<file path="src/rtl/bfs_consts.svh">
`ifndef BFS_CONSTS_SVH
`define BFS_CONSTS_SVH
// ----------------------------------------
// Clock and timing.
// ----------------------------------------
`define BFS_CLK_MHZ 250
`define BFS_OSC_DIV 125
`define BFS_BLANK_NS 80
`define BFS_BLANK_CYC ((`BFS_BLANK_NS * `BFS_CLK_MHZ + 999) / 1000)
`define BFS_DEAD_NS 20
`define BFS_DEAD_CYC ((`BFS_DEAD_NS * `BFS_CLK_MHZ + 999) / 1000)
`define BFS_EN_LOW_MAX 32
`define BFS_HIC_LIMIT 7
`define BFS_CNT_W 4
// ----------------------------------------
// Register offsets.
// ----------------------------------------
`define BFS_OFS_CTRL 4'h0
`define BFS_OFS_STATUS 4'h1
`define BFS_OFS_COUNT 4'h2
`define BFS_OFS_EVENTS 4'h3
// ----------------------------------------
// Field positions and reset values.
// ----------------------------------------
`define BFS_CTRL_EN 0
`define BFS_CTRL_ARM 1
`define BFS_CTRL_EN_RST 1'b1
`define BFS_CTRL_ARM_RST 1'b1
`define BFS_ST_STATE_LO 0
`define BFS_ST_STATE_HI 1
`define BFS_ST_ARMED 2
`define BFS_ST_OV 3
`define BFS_ST_UV 4
`define BFS_ST_OFF 5
`define BFS_ST_PG 6
`define BFS_ST_HS 7
`define BFS_EV_THERM 0
`define BFS_EV_OV 1
`define BFS_EV_OC 2
`define BFS_EV_HIC 3
`define BFS_EV_INPUT_UNDERVOLTAGE_LOCK 4
`define BFS_EV_W 5
`endif

</file>
<file path="src/rtl/bfs_pkg.sv">
package bfs_pkg;
  // ----------------------------------------
  // Shared types.
  // ----------------------------------------
  typedef enum logic [1:0] {BFS_OFF, BFS_START, BFS_RUN, BFS_HICCUP} bfs_state_t;
  typedef logic [3:0] bfs_addr_t;
  typedef logic [7:0] bfs_data_t;
endpackage : bfs_pkg

</file>
<file path="src/rtl/bfs_top.sv">
// Implementation choices: the register offsets and the plain strobed port.
`timescale 1ns/1ns
`include "bfs_consts.svh"
// Notes on behaviour
// - Input undervoltage keeps the regulator off with both switches open.
// - Thermal trip discharges soft-start and compensation and opens both switches.
// - When the thermal trip clears, restart through normal soft-start automatically.
// - Overvoltage drops power good and stops switching.
// - Overvoltage leaves soft-start and compensation alone; recovery resumes everything.
// - Current over limit opens the high side for the rest of the cycle.
// - After a current cut, normal switching resumes at the next oscillator tick.
// - Current indication is ignored during blanking after each high-side turn-on.
// - Retry arms below the arm level, disarms above disarm level, else holds.
// - Counter steps up per cycle with overcurrent, down per cycle without.
// - Armed and count above seven sets the retry latch and stops switching.
// - While the retry latch is set, compensation is pulled low.
// - While the retry latch is set, the soft-start sink is enabled.
// - Soft-start below reset level clears the latch and turns the sink off.
// - After the latch clears, the soft-start charging source is enabled.
// - Switching resumes only once soft-start exceeds its offset level.
// - Retry cycles repeat while overload persists, until removed or disabled.
// - Dropout, long enable low or thermal trip: discharge, hold compensation low.
// - Under overvoltage the low side is off while compensation is below threshold.
// - Undervoltage drops power good while switching continues under loop control.
// - Cycle latch is set per cycle, reset by comparator, reset dominant.
// - Lockout, thermal trip, retry or disable opens both switches, leaving the switch node floating.
module bfs_top #(
  parameter int OSC_DIV = `BFS_OSC_DIV,
  parameter int EN_LOW_MAX = `BFS_EN_LOW_MAX,
  parameter int HIC_LIMIT = `BFS_HIC_LIMIT,
  parameter int BLANK_CYC = `BFS_BLANK_CYC,
  parameter int DEAD_CYC = `BFS_DEAD_CYC,
  parameter int CNT_W = `BFS_CNT_W
) (
  input wire logic CLK, // System clock.
  input wire logic RSTN, // Asynchronous reset, active low.
  input wire logic ENABLE_PIN, // Enable level from the pin.
  input wire logic INPUT_UNDERVOLTAGE_LOCK, // Supply below lockout.
  input wire logic THERMAL_TRIP, // Junction too hot, with hysteresis.
  input wire logic OVERVOLTAGE_GUARD, // Feedback above upper window.
  input wire logic FEEDBACK_UNDER, // Feedback below lower window.
  input wire logic CYCLE_CURRENT_GUARD, // High-side current over limit.
  input wire logic RETRY_ARM_LEVEL, // Feedback below arm level.
  input wire logic RETRY_DISARM_LEVEL, // Feedback above disarm level.
  input wire logic SOFTSTART_RESET_LEVEL, // Soft-start below reset level.
  input wire logic SOFTSTART_OFFSET_LEVEL, // Soft-start above offset level.
  input wire logic COMP_LOW_LEVEL, // Compensation below threshold.
  input wire logic PWM_COMPARE_RESET, // Comparator ends the on-time.
  input wire bfs_pkg::bfs_addr_t ADDR, // Register index.
  input wire bfs_pkg::bfs_data_t WDATA, // Write data.
  input wire logic WR, // Write strobe.
  input wire logic RD, // Read strobe.
  output logic [7:0] RDATA, // Read data, one cycle after RD.
  output logic HS_GATE_EN, // High-side switch on.
  output logic LS_GATE_EN, // Low-side switch on.
  output logic POWER_GOOD_OUT, // Power good, high when in range.
  output logic SS_DISCHARGE, // Fast soft-start pulldown.
  output logic SS_SINK_EN, // Small soft-start current sink.
  output logic SS_SOURCE_EN, // Soft-start charging source.
  output logic COMP_PULL_LOW // Compensation node clamp.
);
  import bfs_pkg::*;

  localparam int OW = $clog2(OSC_DIV + 1);
  localparam int EW = $clog2(EN_LOW_MAX + 2);
  localparam int BW = $clog2(BLANK_CYC + 2);
  localparam int DW = $clog2(DEAD_CYC + 2);

  // Register index match, shared by the read and write paths.
  function automatic logic reg_hit(input bfs_addr_t a, input bfs_addr_t ofs);
    reg_hit = (a == ofs);
  endfunction : reg_hit

  // ----------------------------------------
  // Oscillator divider.
  // ----------------------------------------

  logic [OW-1:0] osc_cnt_ff;
  logic [OW-1:0] nxt_osc_cnt;
  logic tick_ff;
  wire osc_wrap = (osc_cnt_ff == OW'(OSC_DIV - 1));

  // The tick marks the start of each switching cycle.
  assign nxt_osc_cnt = osc_wrap ? '0 : osc_cnt_ff + 1'b1;

  always_ff @(posedge CLK or negedge RSTN) begin
    if (!RSTN) begin
      osc_cnt_ff <= '0;
      tick_ff <= 1'b0;
    end else begin
      osc_cnt_ff <= nxt_osc_cnt;
      tick_ff <= osc_wrap;
    end
  end

  // ----------------------------------------
  // Registers written by software.
  // ----------------------------------------

  logic ctl_en_ff;
  logic ctl_arm_ff;
  logic [`BFS_EV_W-1:0] ev_ff;
  logic [`BFS_EV_W-1:0] nxt_ev;
  logic [`BFS_EV_W-1:0] ev_set;
  wire wr_ctrl = WR && reg_hit(ADDR, `BFS_OFS_CTRL);
  wire wr_ev = WR && reg_hit(ADDR, `BFS_OFS_EVENTS);
  wire [`BFS_EV_W-1:0] ev_clr = wr_ev ? WDATA[`BFS_EV_W-1:0] : '0;

  // Write one to clear; a new event in the same cycle wins over the clear.
  assign nxt_ev = (ev_ff & ~ev_clr) | ev_set;

  always_ff @(posedge CLK or negedge RSTN) begin
    if (!RSTN) begin
      ctl_en_ff <= `BFS_CTRL_EN_RST;
      ctl_arm_ff <= `BFS_CTRL_ARM_RST;
      ev_ff <= '0;
    end else begin
      if (wr_ctrl) begin
        ctl_en_ff <= WDATA[`BFS_CTRL_EN];
        ctl_arm_ff <= WDATA[`BFS_CTRL_ARM];
      end
      ev_ff <= nxt_ev;
    end
  end

  // ----------------------------------------
  // Enable filter.
  // ----------------------------------------

  // Short low pulses on the pin are tolerated; only a low held past the
  // limit counts as a disable, so a sync clock on the pin never stops us.
  logic [EW-1:0] en_low_ff;
  logic [EW-1:0] nxt_en_low;
  wire pin_off = (en_low_ff > EW'(EN_LOW_MAX));
  wire disabled = pin_off || !ctl_en_ff;
  wire shut = INPUT_UNDERVOLTAGE_LOCK || THERMAL_TRIP || disabled;

  assign nxt_en_low = ENABLE_PIN ? '0 :
                      (tick_ff && !pin_off) ? en_low_ff + 1'b1 : en_low_ff;

  always_ff @(posedge CLK or negedge RSTN) begin
    if (!RSTN) begin
      en_low_ff <= '0;
    end else begin
      en_low_ff <= nxt_en_low;
    end
  end

  // ----------------------------------------
  // Retry arming.
  // ----------------------------------------

  // Arm wins if both levels are reported at once, the safer reading.
  logic armed_ff;
  logic nxt_armed;
  wire armed = armed_ff && ctl_arm_ff;

  assign nxt_armed = RETRY_ARM_LEVEL ? 1'b1 :
                     RETRY_DISARM_LEVEL ? 1'b0 : armed_ff;

  always_ff @(posedge CLK or negedge RSTN) begin
    if (!RSTN) begin
      armed_ff <= 1'b1;
    end else begin
      armed_ff <= nxt_armed;
    end
  end

  // ----------------------------------------
  // Fault sequencer.
  // ----------------------------------------

  bfs_state_t state_ff;
  bfs_state_t nxt_state;
  logic hic_set;

  // Off discharges, start charges with the clamp held, run switches,
  // hiccup sinks soft-start down before trying again.
  always_comb begin
    nxt_state = state_ff;
    case (state_ff)
      BFS_OFF: begin
        if (!shut && SOFTSTART_RESET_LEVEL) begin
          nxt_state = BFS_START;
        end
      end
      BFS_START: begin
        if (shut) begin
          nxt_state = BFS_OFF;
        end else if (SOFTSTART_OFFSET_LEVEL) begin
          nxt_state = BFS_RUN;
        end
      end
      BFS_RUN: begin
        if (shut) begin
          nxt_state = BFS_OFF;
        end else if (hic_set) begin
          nxt_state = BFS_HICCUP;
        end
      end
      BFS_HICCUP: begin
        if (shut) begin
          nxt_state = BFS_OFF;
        end else if (SOFTSTART_RESET_LEVEL) begin
          nxt_state = BFS_START;
        end
      end
      default: begin
        nxt_state = BFS_OFF;
      end
    endcase
  end

  always_ff @(posedge CLK or negedge RSTN) begin
    if (!RSTN) begin
      state_ff <= BFS_OFF;
    end else begin
      state_ff <= nxt_state;
    end
  end

  // ----------------------------------------
  // Cycle latch and current limit.
  // ----------------------------------------

  logic pwm_latch_ff;
  logic cut_ff;
  logic seen_ff;
  logic hs_ff;
  logic ls_ff;
  logic [BW-1:0] blank_ff;
  logic [BW-1:0] nxt_blank;
  logic [DW-1:0] dead_ff;
  logic [DW-1:0] nxt_dead;
  logic nxt_latch;
  logic nxt_cut;
  logic nxt_seen;
  logic nxt_hs;
  logic nxt_ls;
  wire run_live = (state_ff == BFS_RUN) && !shut;
  wire in_run = run_live && !hic_set;
  wire blank_done = (blank_ff == '0);
  wire oc_hit = hs_ff && blank_done && CYCLE_CURRENT_GUARD;
  wire cycle_oc = seen_ff || oc_hit;

  // Reset dominant, so a comparator held high skips the pulse entirely.
  assign nxt_latch = PWM_COMPARE_RESET ? 1'b0 :
                     tick_ff ? 1'b1 : pwm_latch_ff;

  // The cut stands until the next tick opens a fresh cycle.
  assign nxt_cut = tick_ff ? 1'b0 : (cut_ff || oc_hit);
  assign nxt_seen = tick_ff ? 1'b0 : (seen_ff || oc_hit);

  // Overvoltage only gates the switches; the analog nodes are untouched.
  wire hs_want = in_run && pwm_latch_ff && !cut_ff && !OVERVOLTAGE_GUARD;
  assign nxt_hs = hs_want && !ls_ff && !oc_hit;

  // Low side waits out the dead time after the high side opens.
  wire ls_block = OVERVOLTAGE_GUARD && COMP_LOW_LEVEL;
  assign nxt_ls = in_run && !hs_want && !hs_ff && (dead_ff == '0) && !ls_block;

  // Blanking restarts at every high-side turn-on.
  assign nxt_blank = (nxt_hs && !hs_ff) ? BW'(BLANK_CYC) :
                     blank_done ? blank_ff : blank_ff - 1'b1;
  assign nxt_dead = (hs_ff && !nxt_hs) ? DW'(DEAD_CYC) :
                    (dead_ff == '0) ? dead_ff : dead_ff - 1'b1;

  always_ff @(posedge CLK or negedge RSTN) begin
    if (!RSTN) begin
      pwm_latch_ff <= 1'b0;
      cut_ff <= 1'b0;
      seen_ff <= 1'b0;
      blank_ff <= '0;
      dead_ff <= '0;
    end else begin
      pwm_latch_ff <= nxt_latch;
      cut_ff <= nxt_cut;
      seen_ff <= nxt_seen;
      blank_ff <= nxt_blank;
      dead_ff <= nxt_dead;
    end
  end

  // ----------------------------------------
  // Overload counter.
  // ----------------------------------------

  logic [CNT_W-1:0] cnt_ff;
  logic [CNT_W-1:0] nxt_cnt;
  wire cnt_full = (cnt_ff == {CNT_W{1'b1}});
  wire cnt_zero = (cnt_ff == '0);
  wire cnt_step = tick_ff && run_live;

  // The latch sets when this cycle's overcurrent would carry the count past the limit.
  assign hic_set = cnt_step && cycle_oc && armed && (cnt_ff >= CNT_W'(HIC_LIMIT));

  always_comb begin
    nxt_cnt = cnt_ff;
    if (shut || hic_set) begin
      nxt_cnt = '0;
    end else if (cnt_step && cycle_oc && !cnt_full) begin
      nxt_cnt = cnt_ff + 1'b1;
    end else if (cnt_step && !cycle_oc && !cnt_zero) begin
      nxt_cnt = cnt_ff - 1'b1;
    end
  end

  always_ff @(posedge CLK or negedge RSTN) begin
    if (!RSTN) begin
      cnt_ff <= '0;
    end else begin
      cnt_ff <= nxt_cnt;
    end
  end

  // ----------------------------------------
  // Output stage.
  // ----------------------------------------

  // Power good and the soft-start and clamp outputs follow the next state, so they move on the same edge as the state.
  wire go_off = (nxt_state == BFS_OFF);
  wire go_hic = (nxt_state == BFS_HICCUP);
  wire go_run = (nxt_state == BFS_RUN);
  wire nxt_pg = go_run && !shut && !FEEDBACK_UNDER && !OVERVOLTAGE_GUARD;
  wire nxt_comp = !go_run;
  wire nxt_src = (nxt_state == BFS_START) || go_run;

  always_ff @(posedge CLK or negedge RSTN) begin
    if (!RSTN) begin
      hs_ff <= 1'b0;
      ls_ff <= 1'b0;
      POWER_GOOD_OUT <= 1'b0;
      SS_DISCHARGE <= 1'b1;
      SS_SINK_EN <= 1'b0;
      SS_SOURCE_EN <= 1'b0;
      COMP_PULL_LOW <= 1'b1;
    end else begin
      hs_ff <= nxt_hs;
      ls_ff <= nxt_ls;
      POWER_GOOD_OUT <= nxt_pg;
      SS_DISCHARGE <= go_off;
      SS_SINK_EN <= go_hic;
      SS_SOURCE_EN <= nxt_src;
      COMP_PULL_LOW <= nxt_comp;
    end
  end

  assign HS_GATE_EN = hs_ff;
  assign LS_GATE_EN = ls_ff;

  // ----------------------------------------
  // Events and read path.
  // ----------------------------------------

  // Events are level sticky: a fault still present sets its bit again.
  assign ev_set[`BFS_EV_THERM] = THERMAL_TRIP;
  assign ev_set[`BFS_EV_OV] = OVERVOLTAGE_GUARD;
  assign ev_set[`BFS_EV_OC] = oc_hit;
  assign ev_set[`BFS_EV_HIC] = hic_set;
  assign ev_set[`BFS_EV_INPUT_UNDERVOLTAGE_LOCK] = INPUT_UNDERVOLTAGE_LOCK;

  logic [7:0] status_w;
  logic [7:0] ctrl_w;
  logic [7:0] rd_mux;

  assign status_w[`BFS_ST_STATE_HI:`BFS_ST_STATE_LO] = state_ff;
  assign status_w[`BFS_ST_ARMED] = armed;
  assign status_w[`BFS_ST_OV] = OVERVOLTAGE_GUARD;
  assign status_w[`BFS_ST_UV] = FEEDBACK_UNDER;
  assign status_w[`BFS_ST_OFF] = disabled;
  assign status_w[`BFS_ST_PG] = POWER_GOOD_OUT;
  assign status_w[`BFS_ST_HS] = hs_ff;

  always_comb begin
    ctrl_w = '0;
    ctrl_w[`BFS_CTRL_EN] = ctl_en_ff;
    ctrl_w[`BFS_CTRL_ARM] = ctl_arm_ff;
  end

  // Unmapped indices read as zero.
  assign rd_mux = reg_hit(ADDR, `BFS_OFS_CTRL) ? ctrl_w :
                  reg_hit(ADDR, `BFS_OFS_STATUS) ? status_w :
                  reg_hit(ADDR, `BFS_OFS_COUNT) ? 8'(cnt_ff) :
                  reg_hit(ADDR, `BFS_OFS_EVENTS) ? 8'(ev_ff) : 8'h00;

  // Read data stand only in the cycle after the strobe.
  always_ff @(posedge CLK or negedge RSTN) begin
    if (!RSTN) begin
      RDATA <= 8'h00;
    end else begin
      RDATA <= RD ? rd_mux : 8'h00;
    end
  end

endmodule : bfs_top

</file>
<file path="config.mk">
export PLATFORM = sky130hd
export DESIGN_NAME = bfs_top
export DESIGN_NICKNAME = d
export VERILOG_FILES = /design/src/rtl/bfs_pkg.sv /design/src/rtl/bfs_top.sv
export VERILOG_INCLUDE_DIRS = /design/src /design/src/rtl
export SDC_FILE = /design/constraint.sdc
export NUM_CORES = 1
export LEC_CHECK = 0
export BUFFER_PORTS_ARGS = -buffer_cell sky130_fd_sc_hd__clkbuf_2
export CAP_MARGIN = 15
export CORE_MARGIN = 4
export CORE_UTILIZATION = 45
export DETAILED_ROUTE_END_ITERATION = 16
export GPL_TIMING_DRIVEN = 0
export PLACE_DENSITY = 0.77
export SETUP_SLACK_MARGIN = 0.4
export SLEW_MARGIN = 20
export SYNTH_ARGS = -nofsm -noshare
export SYNTH_HDL_FRONTEND = slang
export SYNTH_SLANG_ARGS = --single-unit
</file>
<file path="constraint.sdc">
create_clock -name CLK -period 3.1 [get_ports CLK]
set_input_delay 0.62 -clock CLK [delete_from_list [all_inputs] [get_ports CLK]]
set_output_delay 0.62 -clock CLK [all_outputs]
set_load 0.02 [all_outputs]
</file>
# == Word level (Yosys, flattened, before mapping) ==
# Cells that the tools add are included.
# Widths: inputs -> output; s select.
# totals
ff_bits,54
inputBits,28
output_inout_bits,15
wordCells,141
# op_classes
n_addsub,6
magnitude_cmp,2
n_eq_ne,13
n_mux,30
bitwise,3
reduce_logical,65
# ops
op,n
$logic_and 1x1->1,31
$mux 5,5
$mux 8,3
$logic_not 1->1,17
$mux 2,7
$mux 4,3
$mux 6,2
$eq 2x2->1 const B,4
$eq 4x2->1 const B,2
$logic_not 4->1,2
$pmux 2 s4,1
$add 7x1->7 const B,1
$eq 7x7->1 const B,1
$logic_or 1x1->1,7
$mux 7,1
$add 6x1->6 const B,1
$gt 6x6->1 const B,1
$mux 1,6
$mux 3,2
$reduce_bool 2->1,3
$and 5x5->5,1
$logic_not 5->1,1
$not 5->5,1
$or 5x5->5,1
12 further kinds,15

# == Depth between registers and ports, before layout ==
# Gate-level depths: netlist (run 1).
# depth
ltp_word,19
ltp_mapped,12
ltp_nobuf,11

# == Worst setup path after synthesis (run 1) ==
# No wires, ideal clock.
# synth_timing
path_kind,reg2reg
from,register en_low_ff[0]
to,register cnt_ff[3]
setup_ps,131
arrival_ps,3148
required_ps,2969
setup_slack_ps,-179
stages_incl_launch_ff,13
path_buffers,1
period_less_slack_ps,3279
path_cell_list,dfrtp_1 > inv_1 > ha_1 > or4b_4 > a2111o_1 > or4b_4 > buf_6 > ha_1 > a21o_1 > a21oi_1 > nor4_1 > a211oi_1 > a211oi_1
# synth_between
elab_chain_len,11
elab_cells_between_ends,16
# synth_rtl
item,line,source
from (decl),bfs_top.sv:132,logic [EW-1:0] en_low_ff;
from (signal assigned),bfs_top.sv:145,en_low_ff <= nxt_en_low;
$gt 6x6->1 (*),bfs_top.sv:134,wire pin_off = (en_low_ff > EW'(EN_LOW_MAX));
$logic_or 1x1->1 (*),bfs_top.sv:135,wire disabled = pin_off || !ctl_en_ff;
$logic_or 1x1->1 (*),bfs_top.sv:136,wire shut = INPUT_UNDERVOLTAGE_LOCK || THERMAL_TRIP || disabled;
$logic_not 1->1,bfs_top.sv:240,wire run_live = (state_ff == BFS_RUN) && !shut;
$logic_and 1x1->1,bfs_top.sv:240,
$logic_and 1x1->1,bfs_top.sv:292,wire cnt_step = tick_ff && run_live;
$logic_and 1x1->1,"bfs_top.sv:295, bfs_top.sv:301",
$logic_and 1x1->1 (2 in a row),bfs_top.sv:295,assign hic_set = cnt_step && cycle_oc && armed && (cnt_ff >= CNT_W'(HIC_LIMIT));
$logic_or 1x1->1,bfs_top.sv:299,if (shut || hic_set) begin
$reduce_bool 3->1 (no line) / $mux 4 (equally long branches),-,
to (signal assigned),bfs_top.sv:312,cnt_ff <= nxt_cnt;
to (decl),bfs_top.sv:288,logic [CNT_W-1:0] cnt_ff;
# Mark *: on every way between the ends. The rest lies on a longest branch, timed or not.
# A chain may end at the register's enable or synchronous reset.

# == Final worst setup path (run 1) ==
# layout_timing
from,register en_low_ff[0]
to,register cnt_ff[1]
# Same word-level chain as after synthesis.

==> insert_results.sql, run 1 <==
INSERT INTO impl_metrics (metric_group, metric, value, unit) VALUES
('synth', 'synth_enable_flop_cells', '0', ''),
('clock_tree', 'cts-root-buf', 'clkbuf_8', ''),
('route', 'wl_per_cell', '15.1', 'um'),
('sta', 'finalCritPeriodShare', '103', '%'),
('worst_setup_path', 'crit_path_end_kind', 'flip-flop', ''),
('synth', 'ys_dominant_reg_cell', 'dfrtp_1', ''),
('status', 'failed_checks', 'setup timing', ''),
('worst_setup_path', 'worstReg2RegStart', 'en_low_ff[0]$_DFFE_PN0P_', ''),
('sta', 'fmaxAchievable', '0.312', 'GHz'),
('finish', 'antenna_cells', '0', ''),
('floorplanning', 'design.portCount', '43', ''),
('synth', 'mappedNetlistArea', '0.00264', 'mm2'),
('synth', 'yosys_register_bits', '54', ''),
('power_and_ir_drop', 'total_leakage_power', '1.51', 'nW'),
('synth', 'synth.lib_cells_used.distinct', '45', ''),
('route', 'post_drt_via_cell_ratio', '5.26', ''),
('sta', 'finalHoldViolCount', '0', ''),
('worst_setup_path', 'critical_path.max_fanout', '4', ''),
('run', 'max_cap_viol_count', '0', ''),
('power_and_ir_drop', 'share_seq_of_total_power', '51.5', '%'),
('clock_tree', 'number_of_sinks_on_the_clock_net', '54', ''),
('clock_tree', 'tritoncts', 'built', ''),
('finish', 'nNetsFinal', '356', ''),
('power_and_ir_drop', 'design_power_total', '1.63', 'mW'),
('route', 'drt_pre_antenna_iters', '5', ''),
('worst_setup_path', 'cpPeakStageDelay', '530', 'ps'),
('worst_setup_path', 'critical_path.slowest_cell', 'or4b_4', ''),
('global_routing', 'global_route_overflow', '0', ''),
('finish', 'finish.utilization', '58.5', '%'),
('sta', 'clock-skew-final', '6.10', 'ps'),
('global_routing', 'grt_pass1_wl', '9680', 'um'),
('global_routing', 'grt_max_degree', '55', ''),
('route', 'remaining_drc_errors', '0', ''),
('sta', 'max-slew-margin-rel', '52.1', '%'),
('floorplanning', 'die_area', '0.00716', 'mm2'),
('worst_setup_path', 'sequence_of_cells_on_the_critical_path', 'inv_2, ha_4, or4b_4, a2111o_1, or4b_4, buf_6, buf_6, inv_4, fa_2, a21boi_2, a311oi_1', ''),
('worst_hold_path', 'hold_path.class', 'input port to asynchronous set/reset pin', ''),
('floorplanning', 'initial_utilization', '47.1', '%'),
('sta', 'timing.final.crit_period', '3200', 'ps'),
('floorplanning', 'die_width', '84.6', 'um'),
('power_and_ir_drop', 'clkPwrFrac', '28.0', '%'),
('sta', 'finalHoldWorstSlack', '387', 'ps'),
('global_routing', 'grt_pass1_vias', '2053', ''),
('clock_tree', 'clk_pin_slew', '90', 'ps'),
('floorplanning', 'fp.dieH', '84.6', 'um'),
('worst_setup_path', 'worst_ep_arrival_time', '3410', 'ps'),
('finish', 'final_layout_size_suffix_gt1_share', '28.9', '%'),
('worst_setup_path', 'critical_path_class', 'flip-flop to flip-flop', ''),
('placed_design', 'place_congestion', '0.767', ''),
('power_and_ir_drop', 'swShare', '27.8', '%'),
('status', 'result_of_the_run', 'finished, violations left', ''),
('global_routing', 'globalRouteMet2Util', '29.3', '%'),
('placed_design', 'number_of_buffers_inserted_by_port_buffering', '38', ''),
('worst_setup_path', 'rr_worst_depth', '11', ''),
('sta', 'finalSetupViolCount', '2', ''),
('power_and_ir_drop', 'internal_power', '1.18', 'mW'),
('synth', 'yosys_warnings', '0', ''),
('clock_tree', 'htreeDepth', '2', ''),
('finish', 'mostFrequentLayoutCell', 'dfrtp_1', ''),
('clock_tree', 'cts.path.max_buffers', '2', ''),
('finish', 'area.growth.synth_to_final', '24.3', '%'),
('placed_design', 'post_dp_hpwl', '3920', 'um'),
('worst_setup_path', 'ff2ff_setup_slack', '-100', 'ps'),
('route', 'drt-initial-drc-count', '72', ''),
('route', 'ant_nets', '0', ''),
('sta', 'worst_slack', '-102', 'ps'),
('synth', 'syn_avg_cell_area', '10.4', 'um2'),
('worst_setup_path', 'worst-endpoint-required', '3310', 'ps'),
('power_and_ir_drop', 'combinationalPowerShare', '20.5', '%'),
('global_routing', 'gr-usage-all-layers', '16.8', '%'),
('global_routing', 'antenna_violations_before_repair', '0', '');
==> sequential cells by signal (all words and copies together), names as in the netlist <==
signal and count:
ev_ff 5, SS_SINK_EN 1, osc_cnt_ff 7, pwm_latch_ff 1
tick_ff 1, SS_DISCHARGE 1, HS_GATE_EN 1, SS_SOURCE_EN 1
ctl_arm_ff 1, dead_ff 3, POWER_GOOD_OUT 1, blank_ff 5
cnt_ff 4, state_ff 2, en_low_ff 6, seen_ff 1
COMP_PULL_LOW 1, cut_ff 1, RDATA 8, ctl_en_ff 1
LS_GATE_EN 1, armed_ff 1
==> cells in the mapped netlist (3+ instances only) <==
library cell	number	area (um2)
a31oi_1	3	18.8
nand2_1	24	90.1
clkbuf_1	4	15.0
o21ai_0	4	20.0
mux2_2	3	33.8
ha_1	13	163
a211oi_1	3	22.5
nand3_1	8	40.0
a211o_1	3	26.3
and2_1	3	18.8
nor4_1	5	31.3
and3_1	3	18.8
inv_1	19	71.3
dfstp_2	5	131
a21oi_1	9	45.0
mux2i_1	6	60.1
nand2b_1	4	25.0
dfrtp_1	49	1230
xor2_1	5	43.8
nor3_1	5	25.0
xnor2_1	6	52.6
nor2_1	33	124
a21o_1	7	52.6
==> critical path: cells and delay by family (launching register included) <==
kind            cells  cell delay, ps
compound gates      3             770
fa+ha+maj           2             550
buf+inv             4             400
flops               1             400
simple gates        2             990
==> stage by stage <==
stage	setup TNS [ps]	instance area, um2	cells
2_1_floorplan	-12.9	2650	254
3_3_place_gp	-165	2930	364
3_5_place_dp	-276	2930	364
4_1_cts	-182	3140	380
5_1_grt	-356	3280	387
6_report	-159	3280	387
==> routing by layer <==
metal	share of wire, %	up-vias
li1	-	1000
met1	42	986
met2	52	42
met3	4.1	8
met4	1.7	0
met5	0	-
==> repair_timing <==
item	4_1_cts	5_1_grt
resized for setup	7	16
setup endpoints to repair	4	13
pin swaps	6	11
setup buffers	8	7
==> power by group through the flow <==
stage          sequential [mW]  clock [mW]  combinational, mW
2_1_floorplan            0.837           0              0.235
3_3_place_gp             0.844           0              0.299
3_5_place_dp             0.850           0              0.317
4_1_cts                  0.842       0.471              0.326
5_1_grt                  0.856       0.500              0.387
6_report                 0.842       0.458              0.335
==> cell families after synthesis <==
group           synth area share [%]
xor+xnor                        3.65
buf+inv                         3.69
fa+ha+maj                       6.92
compound gates                  11.8
mux                             3.55
simple gates                    19.0
flops                           51.4
==> how the worst max path moves through the flow <==
stage,endpoint,slack (ps),cells after the start
detailed placement,cnt_ff[3]$_DFFE_PN0P_,-220,12
finish,cnt_ff[1]$_DFFE_PN0P_,-100,11
global placement,cnt_ff[3]$_DFFE_PN0P_,-160,11
CTS,cnt_ff[1]$_DFFE_PN0P_,-90,11
global route,cnt_ff[1]$_DFFE_PN0P_,-190,11
floorplan,cnt_ff[3]$_DFFE_PN0P_,-10,12
==> layout make-up <==
class	instances	area (um2)	area share [%]
Tap cell	72	90.1	2.74
Buffer	5	26.3	0.800
Clock inverter	1	30.0	0.915
Timing Repair Buffer	53	313	9.53
Multi-Input combinational cell	176	1320	40.1
Sequential cell	54	1360	41.3
Inverter	19	73.8	2.25
Clock buffer	7	76.3	2.32
(Power assumes the default switching activity.)
==> run 2: changes to the inputs <==
--- a/config.mk
+++ b/config.mk
@@ -12,8 +12,9 @@
 export CORE_UTILIZATION = 45
 export DETAILED_ROUTE_END_ITERATION = 16
 export GPL_TIMING_DRIVEN = 0
-export PLACE_DENSITY = 0.77
-export SETUP_SLACK_MARGIN = 0.4
+export HOLD_SLACK_MARGIN = 0.06
+export PLACE_DENSITY = 0.75
+export SETUP_SLACK_MARGIN = 0.2
 export SLEW_MARGIN = 20
 export SYNTH_ARGS = -nofsm -noshare
 export SYNTH_HDL_FRONTEND = slang
==> constraint.sdc (replaced) <==
create_clock -name CLK -period 3.2 [get_ports CLK]
set_input_delay 0.64 -clock CLK [delete_from_list [all_inputs] [get_ports CLK]]
set_output_delay 0.64 -clock CLK [all_outputs]
set_load 0.02 [all_outputs]
==> run 2 against run 1 <==
The flow now finishes without violations. Die area is the same. Sequential share of layout area up 1.8 points. First-iteration DRC count up 14%. Critical path depth is the same. Setup slack gained 110 ps. Non-clock buffer count down 5. Fmax rose by 0.41%. Cell count is 1.3% lower. Critical endpoint unchanged.
==> insert_results.sql, run 2 (synthesis gave the netlist of run 1 again) <==
INSERT INTO impl_metrics (metric_group, metric, value, unit) VALUES
('floorplanning', 'die_width', '84.6', 'um'),
('clock_tree', 'htreeDepth', '2', ''),
('finish', 'finalNonFillerCells', '382', ''),
('route', 'post_drt_via_cell_ratio', '5.27', ''),
('finish', 'final_layout_size_suffix_gt1_share', '26.5', '%'),
('clock_tree', 'post_cts_hold_buffers', '0', ''),
('clock_tree', 'tritoncts', 'built', ''),
('route', 'remaining_drc_errors', '0', ''),
('global_routing', 'grt_max_degree', '55', ''),
('placed_design', 'place_congestion', '0.792', ''),
('route', 'drt_pre_antenna_iters', '4', ''),
('clock_tree', 'insertion_delay', '300', 'ps'),
('finish', 'fillerInstances', '509', ''),
('finish', 'multiInputGateArea', '0.00123', 'mm2'),
('finish', 'most-common-layout-cells', '49 x dfrtp_1, 37 x clkbuf_2, 33 x nor2_1', ''),
('finish', 'area.growth.synth_to_final', '19.1', '%'),
('sta', 'timing.final.crit_period', '3190', 'ps'),
('sta', 'finalHoldViolCount', '0', ''),
('finish', 'max_ffs_per_register', '8', ''),
('clock_tree', 'cts.path.max_buffers', '2', ''),
('power_and_ir_drop', 'design_power_total', '1.51', 'mW'),
('worst_setup_path', 'crit_path_end_kind', 'flip-flop', ''),
('worst_setup_path', 'critical_path_class', 'flip-flop to flip-flop', ''),
('sta', 'finalSetupViolCount', '0', ''),
('sta', 'setup-tns-final', '0', 'ps'),
('floorplanning', 'initial_utilization', '47.1', '%'),
('global_routing', 'grt_pass1_wl', '9450', 'um'),
('worst_hold_path', 'hold_path.class', 'input port to asynchronous set/reset pin', ''),
('power_and_ir_drop', 'power_density', '481', 'mW/mm2'),
('finish', 'largestRegisters', 'RDATA (8), osc_cnt_ff (7), en_low_ff (6)', ''),
('worst_setup_path', 'worst_ep_arrival_time', '3400', 'ps'),
('sta', 'fmaxAchievable', '0.314', 'GHz'),
('floorplanning', 'fp.dieH', '84.6', 'um'),
('clock_tree', 'number_of_sinks_on_the_clock_net', '54', ''),
('placed_design', 'dpl.cell_count', '364', ''),
('sta', 'rsz0062_at_grt', 'yes', ''),
('global_routing', 'antenna_violations_before_repair', '0', ''),
('floorplanning', 'design.portCount', '43', ''),
('route', 'wl', '5440', 'um'),
('global_routing', 'gr-usage-all-layers', '16.0', '%'),
('clock_tree', 'cts-root-buf', 'clkbuf_8', ''),
('floorplanning', 'placeableCoreArea', '0.00561', 'mm2'),
('sta', 'max-slew-margin-rel', '52.3', '%'),
('sta', 'timing_max_transition_violations_final', '0', ''),
('finish', 'register_area', '0.00136', 'mm2'),
('power_and_ir_drop', 'ir_drop_worst_case_vdd', '0.342', 'mV'),
('sta', 'clock-skew-final', '6.93', 'ps'),
('finish', 'mostFrequentLayoutCell', 'dfrtp_1', ''),
('worst_setup_path', 'critical_path.max_fanout', '8', ''),
('finish', 'antenna_cells', '0', ''),
('power_and_ir_drop', 'total_leakage_power', '1.48', 'nW'),
('route', 'drt-initial-drc-count', '82', ''),
('clock_tree', 'cts_inserted_buffers', '5', ''),
('sta', 'tightest_slew', '715', 'ps'),
('route', 'detailroute.via_count', '2014', ''),
('global_routing', 'global_route_overflow', '0', ''),
('route', 'wl_per_cell', '14.2', 'um'),
('floorplanning', 'std_cell_rows', '27', ''),
('status', 'result_of_the_run', 'finished clean', ''),
('placed_design', 'post_dp_hpwl', '4030', 'um'),
('finish', 'nNetsFinal', '351', ''),
('global_routing', 'grt_pass1_vias', '2012', ''),
('run', 'max_cap_viol_count', '0', ''),
('clock_tree', 'clk_pin_slew', '90', 'ps'),
('floorplanning', 'die_area', '0.00716', 'mm2'),
('sta', 'finalCritPeriodShare', '99.7', '%'),
('worst_setup_path', 'worst_setup_path_start_kind', 'flip-flop', ''),
('route', 'ant_nets', '0', ''),
('finish', 'finish.utilization', '56.1', '%'),
('worst_setup_path', 'worst-endpoint-required', '3420', 'ps'),
('placed_design', 'number_of_buffers_inserted_by_port_buffering', '38', ''),
('finish', 'registers.top_by_ff_count', 'RDATA', '');
## run 2: changes by cell type in the layout (fill, tap and decap cells not counted), moves of 2 or more
cell,change
buf_4,-4
clkbuf_1,-2
ha_1,+2
nor4_1,+2
## run 2: where the power goes
part	internal, mW	switching (mW)
clock	0.174	0.214
combinational	0.151	0.161
sequential	0.753	0.0596
total	1.08	0.435
## run 2: path summary, 6_finish.rpt
kind                                          start                 endpoint  slack, ps  depth (start not counted)
setup / recovery           en_low_ff[1]$_DFFE_PN0P_    cnt_ff[1]$_DFFE_PN0P_         10                         11
hold / removal                                 RSTN     SS_SINK_EN$_DFF_PN0_        400                          1
hold reg to reg                  ev_ff[1]$_DFF_PN0_       ev_ff[1]$_DFF_PN0_        490                          1
setup reg to reg           en_low_ff[1]$_DFFE_PN0P_    cnt_ff[1]$_DFFE_PN0P_         10                         11
min in group CLK                 ev_ff[1]$_DFF_PN0_       ev_ff[1]$_DFF_PN0_        490                          1
max in group asynchronous                      RSTN  blank_ff[0]$_DFFE_PN0P_       2320                          1
## run 2: repair_timing
action	CTS	global route
setup buffers	5	5
pin swaps	8	8
setup endpoints to repair	3	4
resized for setup	5	5
## run 2: layout make-up
| type | instances | area share (%) |
|---|---|---|
| buffer | 5 | 0.835 |
| clock buffer | 6 | 2.63 |
| clock inverter | 2 | 0.398 |
| inverter | 19 | 2.27 |
| multi-input combinational | 176 | 39.2 |
| sequential | 54 | 43.2 |
| tap | 72 | 2.86 |
| timing repair buffer | 48 | 8.63 |
## run 2: critical path: stages, from the launching register on
cell and delay (ps):
dfrtp_1 420, inv_2 80, ha_4 120, or4b_4 450, a2111o_1 420, or4b_4 490
buf_6 140, buf_6 130, inv_2 50, fa_1 400, a21boi_2 160, a311oi_2 230
## run 2: layer usage
metal  GRT usage (%)  up-vias  part of all wire (%)
met1            21.5      984                    45
met3            3.53       11                   4.6
met2            25.9       39                    48
met4            5.04        0                   1.9
li1                -      980                     -
met5               0        -                     0
## run 2: stage by stage
stage	instance area (um2)	worst slack, ps	hold slack [ps]
after floorplan	2650	87.1	344
after global placement	2930	-81.8	459
after detailed placement	2930	-99.8	469
after CTS	3090	-23.1	439
after global routing	3150	-90.9	479
final	3150	10.7	400
==> run 3: changes to the inputs <==
==> constraint.sdc (replaced) <==
create_clock -name CLK -period 3.7 [get_ports CLK]
set_input_delay 0.74 -clock CLK [delete_from_list [all_inputs] [get_ports CLK]]
set_output_delay 0.74 -clock CLK [all_outputs]
set_load 0.02 [all_outputs]
==> run 3 against run 2 <==
Design area down 2.8%. Largest power group unchanged. First-iteration DRC count up 30%. Via count down 2.0%. Sequential power fell by 14%. Core utilization is 1.6 points lower. Cell count down 2.4%. Hold slack better by 85 ps.
==> insert_results.sql, run 3 (synthesis gave the netlist of run 1 again) <==
INSERT INTO impl_metrics (metric_group, metric, value, unit) VALUES
('placed_design', 'post_dp_hpwl', '3840', 'um'),
('floorplanning', 'design.portCount', '43', ''),
('floorplanning', 'placeableCoreArea', '0.00561', 'mm2'),
('sta', 'tightest_slew', '717', 'ps'),
('sta', 'timing.final.crit_period', '3340', 'ps'),
('clock_tree', 'htreeDepth', '2', ''),
('finish', 'registers.top_by_ff_count', 'RDATA', ''),
('worst_hold_path', 'worst_hold_path.num_cells', '2', ''),
('sta', 'fmaxAchievable', '0.299', 'GHz'),
('route', 'wl_met1', '2390', 'um'),
('finish', 'mostFrequentLayoutCell', 'dfrtp_1', ''),
('route', 'detailroute.via_count', '1974', ''),
('worst_hold_path', 'min_to', 'ev_ff[3]$_DFF_PN0_', ''),
('finish', 'final_layout_size_suffix_gt1_share', '21.9', '%'),
('sta', 'clock-skew-final', '6.04', 'ps'),
('clock_tree', 'clk_pin_slew', '100', 'ps'),
('route', 'remaining_drc_errors', '0', ''),
('clock_tree', 'post_cts_hold_buffers', '0', ''),
('finish', 'nNetsFinal', '342', ''),
('worst_setup_path', 'worst-endpoint-required', '3890', 'ps'),
('sta', 'finalCritPeriodShare', '90.3', '%'),
('route', 'drt_pre_antenna_iters', '4', ''),
('power_and_ir_drop', 'total_leakage_power', '1.45', 'nW'),
('finish', 'fillerInstances', '528', ''),
('floorplanning', 'die_area', '0.00716', 'mm2'),
('finish', 'most-common-layout-cells', '49 x dfrtp_1, 37 x clkbuf_2, 33 x nor2_1', ''),
('power_and_ir_drop', 'power_density', '448', 'mW/mm2'),
('sta', 'finalHoldWorstSlack', '485', 'ps'),
('global_routing', 'grt_pass1_vias', '1936', ''),
('sta', 'setup-tns-final', '0', 'ps'),
('clock_tree', 'cts.path.max_buffers', '2', ''),
('route', 'met3_wirelength', '275', 'um'),
('global_routing', 'antenna_violations_before_repair', '0', ''),
('finish', 'finalInstanceArea', '0.00306', 'mm2'),
('power_and_ir_drop', 'ir_drop_worst_case_vdd', '0.195', 'mV'),
('worst_setup_path', 'sequence_of_cells_on_the_critical_path', 'inv_1, ha_1, or4b_4, a2111o_1, or4b_4, buf_6, ha_1, a21o_1, a21oi_2, nor4_1, a211oi_1, a211oi_1', ''),
('route', 'met2RoutedLength', '2410', 'um'),
('floorplanning', 'std_cell_rows', '27', ''),
('run', 'max_cap_viol_count', '0', ''),
('worst_hold_path', 'hold_path.class', 'flip-flop to flip-flop', ''),
('placed_design', 'number_of_buffers_inserted_by_port_buffering', '38', ''),
('global_routing', 'gr-usage-all-layers', '15.3', '%'),
('route', 'ant_nets', '0', ''),
('status', 'result_of_the_run', 'finished clean', ''),
('global_routing', 'grt_max_degree', '55', ''),
('worst_setup_path', 'rr_worst_depth', '12', ''),
('worst_setup_path', 'worst_ep_arrival_time', '3530', 'ps'),
('worst_setup_path', 'critical_path.slowest_cell', 'or4b_4', ''),
('floorplanning', 'initial_utilization', '47.1', '%'),
('worst_setup_path', 'cp_bufs_invs', '2', ''),
('worst_setup_path', 'worstReg2RegStart', 'en_low_ff[0]$_DFFE_PN0P_', ''),
('global_routing', 'global_route_overflow', '0', ''),
('worst_setup_path', 'worst_setup_path_start_kind', 'flip-flop', ''),
('worst_hold_path', 'timing.hold.worst.start', 'ev_ff[3]$_DFF_PN0_', ''),
('clock_tree', 'number_of_sinks_on_the_clock_net', '54', ''),
('sta', 'max-slew-margin-rel', '52.2', '%'),
('finish', 'antenna_cells', '0', ''),
('finish', 'largestRegisters', 'RDATA (8), osc_cnt_ff (7), en_low_ff (6)', ''),
('worst_setup_path', 'crit_path_end_kind', 'flip-flop', ''),
('route', 'wl_per_cell', '13.8', 'um'),
('sta', 'finalHoldViolCount', '0', ''),
('clock_tree', 'cts_inserted_buffers', '5', ''),
('finish', 'max_ffs_per_register', '8', ''),
('clock_tree', 'cts-root-buf', 'clkbuf_8', ''),
('clock_tree', 'insertion_delay', '310', 'ps'),
('worst_setup_path', 'worst_path_dominant_cell_family', 'compound AO/OA/AOI/OAI gates', ''),
('worst_setup_path', 'ff2ff_setup_slack', '360', 'ps'),
('finish', 'area.growth.synth_to_final', '15.7', '%'),
('worst_setup_path', 'cpPeakStageDelay', '490', 'ps'),
('worst_setup_path', 'reg2reg_to', 'cnt_ff[3]$_DFFE_PN0P_', ''),
('floorplanning', 'die_width', '84.6', 'um'),
('route', 'drt-initial-drc-count', '107', ''),
('floorplanning', 'fp.dieH', '84.6', 'um'),
('route', 'post_drt_via_cell_ratio', '5.29', ''),
('route', 'wl', '5140', 'um'),
('clock_tree', 'tritoncts', 'built', ''),
('route', 'topRoutingLayerUsed', 'met4', ''),
('worst_setup_path', 'critical_path_class', 'flip-flop to flip-flop', ''),
('placed_design', 'place_congestion', '0.792', ''),
('sta', 'finalSetupViolCount', '0', ''),
('sta', 'rsz0062_at_grt', 'no', ''),
('placed_design', 'postPlaceCellArea', '0.00292', 'mm2'),
('sta', 'timing_max_transition_violations_final', '0', ''),
('global_routing', 'grt_pass1_wl', '8920', 'um'),
('worst_setup_path', 'critical_path.max_fanout', '10', '');
==> run 3: cell count changes in the layout (fill, tap and decap cells not counted), moves of 2 or more <==
| cell | previous run | this run |
|---|---|---|
| buf_4 | 9 | 1 |
| ha_4 | 2 | 0 |
| inv_2 | 3 | 0 |
| inv_1 | 16 | 19 |
| ha_1 | 11 | 13 |
==> run 3: metal layers <==
layer / track usage (%) / vias up
met5: 0 / -
met4: 3.88 / 0
met3: 5.10 / 7
met2: 24.8 / 40
met1: 19.8 / 960
li1: - / 967
==> run 3: worst reg2reg max path, delay by kind of cell, from the launching register on <==
family | cells | cell delay (ps)
AOI/OAI and AO/OA | 5 | 1110
and+or+nand+nor | 3 | 1030
DFF | 1 | 410
adders and majority gates | 2 | 410
buffers and inverters | 2 | 250
==> run 3: repair_timing <==
item | in CTS | in global routing
pin swaps | 1 | 0
buffers inserted | 1 | 0
endpoints found under the hold margin | 0 | 0
endpoints found under the setup margin | 1 | 1
resized for setup | 0 | 2
==> run 3: where the power goes <==
group / internal, mW / switching [mW] / total [mW]
Sequential: 0.651 / 0.0520 / 0.703
Clock: 0.203 / 0.196 / 0.399
Combinational: 0.128 / 0.139 / 0.267
==> run 3: area by class of cell <==
type | count | area [um2] | area share [%]
sequential | 54 | 1360 | 44.4
multi-input combinational | 176 | 1200 | 39.2
timing repair buffer | 39 | 200 | 6.55
tap | 72 | 90.1 | 2.95
inverter | 19 | 71.3 | 2.33
clock buffer | 5 | 68.8 | 2.25
clock inverter | 3 | 43.8 | 1.43
buffer | 5 | 26.3 | 0.860
==> run 3: per-stage QoR <==
| stage | util (%) | power [mW] | setup slack, ps | instances |
|---|---|---|---|---|
| 5_1_grt | 54.5 | 1.46 | 220 | 373 |
| 3_3_place_gp | 52.1 | 0.958 | 207 | 364 |
| 4_1_cts | 54.3 | 1.38 | 266 | 373 |
| 2_1_floorplan | - | 0.899 | 421 | 254 |
| 6_report | 54.5 | 1.37 | 359 | 373 |
| 3_5_place_dp | 52.1 | 0.977 | 166 | 364 |
==> run 3: worst max-delay path by stage <==
| stage | from | end | slack (ps) | cells after the start |
|---|---|---|---|---|
| 6_report | en_low_ff[0]$_DFFE_PN0P_ | cnt_ff[3]$_DFFE_PN0P_ | 360 | 12 |
| 5_1_grt | en_low_ff[0]$_DFFE_PN0P_ | cnt_ff[3]$_DFFE_PN0P_ | 220 | 12 |
| 4_1_cts | blank_ff[0]$_DFFE_PN0P_ | cnt_ff[3]$_DFFE_PN0P_ | 270 | 12 |
| 3_5_place_dp | en_low_ff[0]$_DFFE_PN0P_ | cnt_ff[3]$_DFFE_PN0P_ | 170 | 12 |
| 3_3_place_gp | en_low_ff[0]$_DFFE_PN0P_ | cnt_ff[3]$_DFFE_PN0P_ | 210 | 12 |
| 2_1_floorplan | en_low_ff[0]$_DFFE_PN0P_ | cnt_ff[3]$_DFFE_PN0P_ | 420 | 12 |
